[config.mk]
export PLATFORM = sky130hd
export DESIGN_NAME = dtc_top
export DESIGN_NICKNAME = d
export VERILOG_FILES = /design/src/rtl/dtc_pkg.sv /design/src/rtl/dtc_top.sv
export SDC_FILE = /design/constraint.sdc
export NUM_CORES = 1
export LEC_CHECK = 0
export ABC_AREA = 1
export ABC_CLOCK_PERIOD_IN_PS = 3850
export BUFFER_PORTS_ARGS = -buffer_cell sky130_fd_sc_hd__buf_2
export CORE_MARGIN = 2
export CORE_UTILIZATION = 55
export DETAILED_ROUTE_END_ITERATION = 12
export PLACE_DENSITY_LB_ADDON = 0.15
export SYNTH_ARGS = -nofsm -noshare
export SYNTH_HDL_FRONTEND = slang
export SYNTH_SLANG_ARGS = --single-unit
[constraint.sdc]
create_clock -name clock -period 3.85 [get_ports clock]
set_clock_uncertainty 0.1 [all_clocks]
set_input_delay 0.77 -clock clock [delete_from_list [all_inputs] [get_ports clock]]
set_output_delay 0.77 -clock clock [all_outputs]
set_load 0.01 [all_outputs]
[src/rtl/dtc_pkg.sv]
// constants and types for the dual timer with capture/reload
package dtc_pkg;
	localparam int unsigned TMR_W = 16;
	localparam logic [15:0] TMR_RST = 16'h0000;
	localparam logic [15:0] TMR_MAX = 16'hffff;
	localparam int unsigned STEP_CYCLES = 2;
	localparam int unsigned PRE_W = 3;
	localparam logic [PRE_W-1:0] PRE_RST = 3'h0;
	// clock source selections
	typedef enum logic [1:0] {DTC_SRC_PRESCALE, DTC_SRC_EXT, DTC_SRC_LATCH, DTC_SRC_STOP} dtc_src_t;
	// capture edge selection
	typedef enum logic [1:0] {DTC_EDGE_NONE, DTC_EDGE_RISE, DTC_EDGE_FALL, DTC_EDGE_BOTH} dtc_edge_t;
endpackage

[src/rtl/dtc_top.sv]
// dual up/down timer pair with shared capture/reload register
`timescale 1ns/1ps
`default_nettype none
// Notes on behaviour
// - timers step at most once per two clocks
// - two timers plus one capture/reload register
// - count clock from prescaler or external pin
// - direction from software or direction pin
// - core toggle latch flips on over/underflow
// - latch can clock aux timer; drives pin
// - core over/underflow clocks compare unit, reloads
// - capture pin edge copies aux timer
// - optional clear of aux timer after capture
// - neighbour count/direction inputs also trigger capture
// - all timers and register are sixteen bits
module dtc_top (
	// clock and reset
	input wire logic clock,
	input wire logic rstn,
	// auxiliary timer configuration
	input wire logic aux_run,
	input wire dtc_pkg::dtc_src_t aux_src,
	input wire logic [dtc_pkg::PRE_W-1:0] aux_prescale,
	input wire logic aux_dir_down,
	input wire logic aux_dir_pin_en,
	input wire logic aux_clear_on_capture,
	// core timer configuration
	input wire logic core_run,
	input wire dtc_pkg::dtc_src_t core_src,
	input wire logic [dtc_pkg::PRE_W-1:0] core_prescale,
	input wire logic core_dir_down,
	input wire logic core_dir_pin_en,
	input wire logic core_reload_en,
	// capture configuration
	input wire dtc_pkg::dtc_edge_t capture_edge,
	input wire logic capture_on_neighbour_count,
	input wire logic capture_on_neighbour_dir,
	// external pins
	input wire logic aux_count_pin,
	input wire logic aux_direction_input_pin,
	input wire logic core_count_pin,
	input wire logic core_direction_input_pin,
	input wire logic capture_trigger_pin,
	input wire logic neighbour_count_input,
	input wire logic neighbour_direction_input,
	// state and events
	output logic [dtc_pkg::TMR_W-1:0] aux_timer,
	output logic [dtc_pkg::TMR_W-1:0] core_timer,
	output logic [dtc_pkg::TMR_W-1:0] capture_reload_reg,
	output logic toggle_latch_out_pin,
	output logic core_ovf_pulse_ff,
	output logic capture_pulse_ff
);
	logic [dtc_pkg::TMR_W-1:0] aux_ff, core_ff, capture_reload_reg_ff;
	logic latch_ff, phase_ff;
	logic [7:0] aux_pre_ff, core_pre_ff;
	logic aux_pin_ff, core_pin_ff, cap_pin_ff, nbc_ff, nbd_ff, latch_prev_ff;
	logic aux_tick, core_tick, aux_down, core_down, core_wrap;
	logic cap_rise, cap_fall, cap_hit;
	logic aux_pending_ff, core_pending_ff;

	// base step: a tick may only happen on every other clock
	always_ff @(posedge clock) begin
		if (!rstn) begin
			phase_ff <= 1'b0;
		end else begin
			phase_ff <= ~phase_ff;
		end
	end

	// prescalers run in base steps, divide by 2^n steps
	always_ff @(posedge clock) begin
		if (!rstn) begin
			aux_pre_ff <= 8'h00;
			core_pre_ff <= 8'h00;
		end else if (phase_ff) begin
			aux_pre_ff <= aux_pre_ff + 8'h01;
			core_pre_ff <= core_pre_ff + 8'h01;
		end
	end

	// previous input levels for edge detection
	always_ff @(posedge clock) begin
		if (!rstn) begin
			aux_pin_ff <= 1'b0;
			core_pin_ff <= 1'b0;
			cap_pin_ff <= 1'b0;
			nbc_ff <= 1'b0;
			nbd_ff <= 1'b0;
			latch_prev_ff <= 1'b0;
		end else begin
			aux_pin_ff <= aux_count_pin;
			core_pin_ff <= core_count_pin;
			cap_pin_ff <= capture_trigger_pin;
			nbc_ff <= neighbour_count_input;
			nbd_ff <= neighbour_direction_input;
			latch_prev_ff <= latch_ff;
		end
	end

	// external and latch events are held until the next base step,
	// so an edge on an off-phase clock is counted late rather than lost
	always_ff @(posedge clock) begin
		if (!rstn) begin
			aux_pending_ff <= 1'b0;
			core_pending_ff <= 1'b0;
		end else if (phase_ff) begin
			aux_pending_ff <= 1'b0;
			core_pending_ff <= 1'b0;
		end else begin
			aux_pending_ff <= aux_pending_ff | (aux_src == dtc_pkg::DTC_SRC_LATCH ?
				(latch_ff != latch_prev_ff) : (aux_count_pin & ~aux_pin_ff));
			core_pending_ff <= core_pending_ff | (core_count_pin & ~core_pin_ff);
		end
	end

	// count clock selection; ext edges taken only on step cycles
	always_comb begin
		aux_tick = 1'b0;
		core_tick = 1'b0;
		case (aux_src)
			dtc_pkg::DTC_SRC_PRESCALE: aux_tick = phase_ff &&
				((aux_pre_ff & ((8'h01 << aux_prescale) - 8'h01)) == 8'h00);
			dtc_pkg::DTC_SRC_EXT: aux_tick = phase_ff && (aux_pending_ff ||
				(aux_count_pin & ~aux_pin_ff));
			dtc_pkg::DTC_SRC_LATCH: aux_tick = phase_ff && (aux_pending_ff ||
				(latch_ff != latch_prev_ff));
			default: aux_tick = 1'b0;
		endcase
		case (core_src)
			dtc_pkg::DTC_SRC_PRESCALE: core_tick = phase_ff &&
				((core_pre_ff & ((8'h01 << core_prescale) - 8'h01)) == 8'h00);
			dtc_pkg::DTC_SRC_EXT: core_tick = phase_ff && (core_pending_ff ||
				(core_count_pin & ~core_pin_ff));
			default: core_tick = 1'b0;
		endcase
		aux_tick = aux_tick & aux_run;
		core_tick = core_tick & core_run;
	end

	// direction from software bit or pin level
	assign aux_down = aux_dir_pin_en ? aux_direction_input_pin : aux_dir_down;
	assign core_down = core_dir_pin_en ? core_direction_input_pin : core_dir_down;
	assign core_wrap = core_tick && (core_down ? core_ff == dtc_pkg::TMR_RST :
		core_ff == dtc_pkg::TMR_MAX);

	// core timer with optional reload on wrap
	always_ff @(posedge clock) begin
		if (!rstn) begin
			core_ff <= dtc_pkg::TMR_RST;
		end else if (core_wrap && core_reload_en) begin
			core_ff <= capture_reload_reg_ff;
		end else if (core_tick) begin
			core_ff <= core_down ? core_ff - 16'h0001 : core_ff + 16'h0001;
		end
	end

	// toggle latch and wrap pulse for the external compare unit
	always_ff @(posedge clock) begin
		if (!rstn) begin
			latch_ff <= 1'b0;
			core_ovf_pulse_ff <= 1'b0;
		end else begin
			latch_ff <= latch_ff ^ core_wrap;
			core_ovf_pulse_ff <= core_wrap;
		end
	end

	// capture triggers
	assign cap_rise = capture_trigger_pin & ~cap_pin_ff;
	assign cap_fall = ~capture_trigger_pin & cap_pin_ff;
	assign cap_hit = (capture_edge == dtc_pkg::DTC_EDGE_RISE && cap_rise) ||
		(capture_edge == dtc_pkg::DTC_EDGE_FALL && cap_fall) ||
		(capture_edge == dtc_pkg::DTC_EDGE_BOTH && (cap_rise || cap_fall)) ||
		(capture_on_neighbour_count && (neighbour_count_input != nbc_ff)) ||
		(capture_on_neighbour_dir && (neighbour_direction_input != nbd_ff));

	// capture/reload register
	always_ff @(posedge clock) begin
		if (!rstn) begin
			capture_reload_reg_ff <= dtc_pkg::TMR_RST;
			capture_pulse_ff <= 1'b0;
		end else begin
			capture_pulse_ff <= cap_hit;
			if (cap_hit) begin
				capture_reload_reg_ff <= aux_ff;
			end
		end
	end

	// auxiliary timer; clear after capture takes priority over a tick
	always_ff @(posedge clock) begin
		if (!rstn) begin
			aux_ff <= dtc_pkg::TMR_RST;
		end else if (cap_hit && aux_clear_on_capture) begin
			aux_ff <= dtc_pkg::TMR_RST;
		end else if (aux_tick) begin
			aux_ff <= aux_down ? aux_ff - 16'h0001 : aux_ff + 16'h0001;
		end
	end

	// outputs straight from flip-flops
	assign aux_timer = aux_ff;
	assign core_timer = core_ff;
	assign capture_reload_reg = capture_reload_reg_ff;
	assign toggle_latch_out_pin = latch_ff;

	// aux never moves on two consecutive clocks except by a clear after capture
	aux_step_rate_a: assert property (@(posedge clock) disable iff (!rstn)
		(aux_ff != $past(aux_ff) && !$past(cap_hit)) |=> (aux_ff == $past(aux_ff) || $past(cap_hit)))
		else $error("aux timer stepped twice in a row");
	core_step_rate_a: assert property (@(posedge clock) disable iff (!rstn)
		core_ff != $past(core_ff) |=> core_ff == $past(core_ff))
		else $error("core timer stepped twice in a row");
	latch_flip_wrap_a: assert property (@(posedge clock) disable iff (!rstn)
		core_wrap |=> latch_ff != $past(latch_ff))
		else $error("toggle latch missed a wrap");
	latch_hold_a: assert property (@(posedge clock) disable iff (!rstn)
		!core_wrap |=> latch_ff == $past(latch_ff))
		else $error("toggle latch changed without wrap");
	core_reload_a: assert property (@(posedge clock) disable iff (!rstn)
		(core_wrap && core_reload_en) |=> core_ff == $past(capture_reload_reg_ff))
		else $error("core timer not reloaded");
	cap_copy_a: assert property (@(posedge clock) disable iff (!rstn)
		cap_hit |=> capture_reload_reg == $past(aux_ff) && capture_pulse_ff)
		else $error("capture value wrong");
	cap_clear_a: assert property (@(posedge clock) disable iff (!rstn)
		(cap_hit && aux_clear_on_capture) |=> aux_ff == 16'h0000)
		else $error("aux timer not cleared after capture");
	ovf_pulse_a: assert property (@(posedge clock) disable iff (!rstn)
		core_wrap |=> core_ovf_pulse_ff ##1 !core_ovf_pulse_ff || $past(core_wrap))
		else $error("overflow pulse wrong");
	aux_up_a: assert property (@(posedge clock) disable iff (!rstn)
		(aux_tick && !aux_down && !cap_hit) |=> aux_ff == $past(aux_ff) + 16'h0001)
		else $error("aux timer did not count up");
	latch_step_a: assert property (@(posedge clock) disable iff (!rstn)
		(aux_run && aux_src == dtc_pkg::DTC_SRC_LATCH && latch_ff != latch_prev_ff
		&& !aux_clear_on_capture) |-> ##[0:2] aux_tick)
		else $error("latch change did not step aux timer");
endmodule
`default_nettype wire

==> results of run 1 <==
## cells by family after synthesis
group | after synthesis | share of synthesized area [%]
and+or+nand+nor | 346 | 29.7
AOI/OAI and AO/OA | 151 | 16.9
buffers and inverters | 114 | 9.82
DFF | 74 | 30.0
adders and majority gates | 36 | 9.41
xor gates and xnor gates | 24 | 4.25
## power by group
group / internal [mW] / total [mW] / leakage [nW] / switching (mW)
logic: 0.159 / 0.438 / 2.23 / 0.278
registers: 0.802 / 0.841 / 0.603 / 0.0385
clock network: 0.433 / 0.739 / 0.113 / 0.306
## per-layer routing
layer / track usage (%) / part of all wire [%] / vias to the layer above
met5: 0 / 0 / -
met4: 8.43 / 1.5 / 0
met3: 3.69 / 5.8 / 16
met2: 43.6 / 47 / 146
met1: 34.6 / 45 / 2278
li1: - / - / 2572
## final cells by class
cell class / instances / area (um^2) / share of cell area (%)
tap: 108 / 135 / 2.40
inverter: 94 / 353 / 6.27
sequential: 74 / 1480 / 26.3
multi-input combinational: 557 / 2980 / 52.9
timing repair buffer: 85 / 435 / 7.74
clock inverter: 6 / 114 / 2.02
clock buffer: 10 / 128 / 2.27
## final timing paths
path | cells after the start | from | to | slack, ps
setup / recovery | 13 | aux_dir_pin_en | aux_timer[8] | 1200
hold / removal | 2 | core_pre_ff[6] | core_pre_ff[6] | 370
setup reg to reg | 7 | phase_ff | core_timer[2] | 1550
hold reg to reg | 2 | core_pre_ff[6] | core_pre_ff[6] | 370
## worst reg2reg max path, stage by stage, from the launching register on
cell and delay [ps]:
dfxtp_1 610, nand4_1 250, a21oi_4 530, nand3_2 380
nand2_1 160, nand3_1 70, nand2_1 70, inv_1 50
## layout by cell type (no fill, tap or decap), types with 5 or more instances in the layout
master | netlist | final
a21oi_2 | 8 | 8
buf_2 | 6 | 81
o21ai_0 | 43 | 43
dfxtp_1 | 74 | 74
nand2_1 | 184 | 184
nor3_1 | 9 | 9
nor2_1 | 88 | 88
a31oi_1 | 12 | 12
ha_1 | 34 | 34
xnor2_1 | 5 | 5
o21ai_1 | 10 | 10
a21oi_1 | 68 | 68
nand3b_1 | 7 | 7
nand4_1 | 11 | 11
inv_1 | 90 | 90
xor2_1 | 19 | 19
clkbuf_8 | 0 | 9
nand3_1 | 33 | 33
==> impl_results.md, run 1 <==
* Antenna violations before repair at 0
* TritonCTS clock tree: built
* Root Driver: clkbuf_8
* Outcome: finished clean
* Worst slew margin at 48.5%
* Post-Route WL at 12.3 mm
* DR WL/cell at 13.2 um
* Synth Instances at 745
* Clock buffer count from CTS at 9
* Startpoint Class: primary input
* Worst Tran Pin Value at 770 ps
* Slowest stage delay, CP at 410 ps
* Fraction of the yosys area taken by sequential cells at 30.0%
* H-tree Lvls at 3
* Setup ws final at 1200 ps
* Final setup fails at 0
* Initial Utilization at 56.7%
* Largest net degree at the start of global routing at 44
* IO Count at 82
* Final instance area at 5620 um^2
* Post-DP HPWL at 9.35 mm
* Top post-synthesis cells by count: nand2_1, inv_1, nor2_1, dfxtp_1, a21oi_1
* Endpoint class of the critical path: register
* Post-synth top area share at 30.0%
* Post-layout util at 64.5%
* Hold WS at 371 ps
* CP max stage cell: fa_1
* Arrival @ worst endpoint at 2790 ps
* Pwr dens at 359 nW/um^2
* Synthesized area per cell at 6.64 um^2
* DRC at 0
* Worst-path clk slew at 80 ps
* Fin cells at 934
* Sink Count at 74
* Vias in the first global route at 4,595
* Die W at 98.8 um
* Seq cells post-synth at 74
* CP cell instances: buf_2 > nand2_1 > o21a_1 > inv_1 > fa_1 > o21ai_1 > nand2_1 > nand2_1 > nand3_1 > nand2_1 > nand2_1 > a21oi_1 > nor2_1
* Crit path buf inv count at 2
* Die area at 9760 um^2
* WS Path Type: primary input to register
* Synthesized cell area at 4940 um^2
* F_max at 377 MHz
* Layout Nets at 888
* Kind of cell adding the most delay to the critical path: compound AO/OA/AOI/OAI gates
* Critical Path Fanout Max at 12
* Post-CTS Resized at 0
* Number of synthesis warnings at 0
* First-pass GRT wire length at 20.9 mm
* Vias per cell at 5.37
* Final hold viol count at 0
* CTS hold repair buffers at 0
* Post-CTS Repair Setup Buffers at 0
* Total track usage at 26.0%
* Leakage at 2.95 nW
* Pre-antenna DRT Iters at 5
* Cell with the most instances after synthesis: nand2_1
* Core ar. at 8720 um^2
* Syn Nets at 812
* Async set-reset flop share out of synthesis at 0%
* Post-DP Area at 5380 um^2
* Type of the tightest min-delay check: register to register
* # port buffers at 81
* Clock Latency Late Sink at 350 ps
* Maximum root-to-sink buffer count at 2
* GPL Wtd Cong at 0.957
* Yosys cell types at 41
* Final ANT Viol Nets at 0
* Placed insts at 918
* Via count at 5,012
* Pre-CTS WS at 866 ps
* Die Ht at 98.8 um
* CP dominant cell by count: nand2_1
* Top cells by area, synth: dfxtp_1, nand2_1, ha_1
* DRT iter0 DRCs at 215
* Num rows at 34
* Max VDD drop at 217 uV
* Slew Limit Fails at 0
* Max Cap Violations at 0
* Area Overhead vs Synth at 13.7%
* Minimum clock period after layout at 2650 ps
* Critical path required time at 3990 ps
* Filler instances at 814
* Yosys top cell by area: dfxtp_1
* Grt ovf at 0
* Post-synth EDFFs at 0
* Overall power at 2.02 mW
* Share of cells above drive strength 1 at 14.6%
* Unrepaired setup endpoints after global routing: no
* Final cycle utilization of the critical path at 68.9%
* # diodes at 0
* Post-synth top flop: dfxtp_1
* Setup TNS at 0 ps
(Power assumes the default switching activity.)
==> run 2: changes to the inputs <==
--- a/config.mk
+++ b/config.mk
@@ -6,7 +6,7 @@
 export NUM_CORES = 1
 export LEC_CHECK = 0
 export ABC_AREA = 1
-export ABC_CLOCK_PERIOD_IN_PS = 3850
+export ABC_CLOCK_PERIOD_IN_PS = 2600
 export BUFFER_PORTS_ARGS = -buffer_cell sky130_fd_sc_hd__buf_2
 export CORE_MARGIN = 2
 export CORE_UTILIZATION = 55
==> constraint.sdc (replaced) <==
create_clock -name clock -period 2.6 [get_ports clock]
set_clock_uncertainty 0.1 [all_clocks]
set_input_delay 0.52 -clock clock [delete_from_list [all_inputs] [get_ports clock]]
set_output_delay 0.52 -clock clock [all_outputs]
set_load 0.01 [all_outputs]
==> run 2 against run 1 <==
  * Critical path type unchanged
  * Clock-buffer cell count rose by 1
  * Largest cell class unchanged
  * Worst hold slack lost 120 ps
  * Critical endpoint is now core_timer[12]
  * Setup slack worse by 890 ps
==> impl_results.md, run 2 (synthesis results as in run 1) <==
* Most frequent cells in the layout: nand2_1, inv_1, nor2_1, buf_2, dfxtp_1
* Largest net degree at the start of global routing at 43
* Pre-antenna DRT Iters at 5
* Num rows at 34
* Fin cells at 941
* Grt ovf at 0
* Layout Nets at 895
* Sink Count at 74
* WS Path Type: primary input to register
* Seq. cell area at 1480 um^2
* FF-to-FF End: core_timer[12]
* Leakage at 3.00 nW
* H-tree Lvls at 3
* Placed insts at 925
* Vias in the first global route at 4,699
* Core ar. at 8720 um^2
* R2r startpoint: core_timer[0]
* Endpoint class of the critical path: register
* Crit path buf inv count at 3
* Worst Tran Pin Value at 507 ps
* Minimum clock period after layout at 2290 ps
* Share of cells above drive strength 1 at 15.5%
* DRC at 0
* Type of the tightest min-delay check: primary input to register
* CP Depth at 15
* Post-CTS Repair Setup Buffers at 0
* Final instance area at 5700 um^2
* Die Ht at 98.8 um
* Min-Delay Path Depth at 3
* Max VDD drop at 328 uV
* Worst Reg2Reg Path Length in Cells at 10
* DR WL/cell at 13.3 um
* Vias per cell at 5.38
* Clock buffer count from CTS at 9
* Setup TNS at 0 ps
* R2r setup slk at 310 ps
* # port buffers at 81
* Hold EP: aux_pin_ff
* Overall power at 2.97 mW
* Pwr dens at 522 nW/um^2
* Pre-CTS WS at 6.12 ps
* First-pass GRT wire length at 21.1 mm
* Commonest non-fill, non-tap cell in the layout: nand2_1
* Setup ws final at 305 ps
* F_max at 436 MHz
* Die area at 9760 um^2
* Post-CTS Resized at 0
* Kind of cell adding the most delay to the critical path: simple AND/OR/NAND/NOR gates
* Post-DP HPWL at 9.56 mm
* Hold path start: aux_count_pin
* Root Driver: clkbuf_8
* Area Overhead vs Synth at 15.2%
* Arrival @ worst endpoint at 2440 ps
* Max Cap Violations at 0
* IO Count at 82
* Via count at 5,066
* Die W at 98.8 um
* Clock Latency Late Sink at 360 ps
* Area of the multi-input gates at 2980 um^2
* GPL Wtd Cong at 0.989
* Startpoint Class: primary input
* Final setup fails at 0
* Worst-path clk slew at 80 ps
* TritonCTS clock tree: built
* Post-DP Area at 5460 um^2
* Worst setup startpoint: core_dir_pin_en
* DRT iter0 DRCs at 201
* Worst slew margin at 65.9%
* CP dominant cell by count: nand2_1
* Post-Route WL at 12.5 mm
* Initial Utilization at 56.7%
* Critical Path Fanout Max at 16
* CTS hold repair buffers at 0
* Slowest stage delay, CP at 430 ps
* Outcome: finished clean
* Final cycle utilization of the critical path at 88.3%
* Final ANT Viol Nets at 0
* Antenna violations before repair at 0
* Unrepaired setup endpoints after global routing: no
* Maximum root-to-sink buffer count at 2
* Total track usage at 26.1%
* Final hold viol count at 0
* # diodes at 0
* CP max stage cell: o21ai_0
* Slew Limit Fails at 0
* CP cell instances: buf_2 > inv_1 > nand2_1 > nand2_2 > inv_2 > ha_1 > nand2_1 > o21ai_0 > nand3_1 > nand3_1 > nand2_1 > nand2_1 > nand2_1 > nand2_1 > a21oi_2
* Filler instances at 823
* Critical path required time at 2740 ps
run 2: layer usage:
metal	routed length [um]	part of all wire (%)	GRT usage, %
met5	0	0	0
met4	259	2.1	9.27
met3	654	5.2	4.11
met2	5910	47	44.1
met1	5680	45	33.9
run 2: worst min-delay path, cell delays in order:
cell and delay (ps):
buf_2 80, nand2_1 40, inv_1 40
run 2: power by group:
| group | leakage (nW) | switching [mW] | internal, mW |
|---|---|---|---|
| Combinational | 2.28 | 0.420 | 0.249 |
| Clock | 0.116 | 0.465 | 0.598 |
| Sequential | 0.603 | 0.0534 | 1.19 |
| Total | 3.00 | 0.939 | 2.03 |
run 2: final cells by class:
class | count | share of cell area (%)
multi-input combinational | 557 | 52.3
timing repair buffer | 92 | 9.01
clock buffer | 11 | 2.66
inverter | 94 | 6.19
sequential | 74 | 26.0
clock inverter | 5 | 1.49
tap | 108 | 2.37
run 2: stage by stage:
step | util [%] | hold slack (ps)
2_1_floorplan | - | 339
3_3_place_gp | 62.6 | 352
3_5_place_dp | 62.6 | 360
4_1_cts | 65.3 | 252
5_1_grt | 65.3 | 246
6_report | 65.3 | 256
run 2: worst max path at each step:
stage / to / slack, ps
floorplan: aux_timer[8] / 130
global placement: core_timer[12] / 70
detailed placement: core_timer[12] / 6
CTS: core_timer[12] / 340
global route: core_timer[12] / 150
finish: core_timer[12] / 310
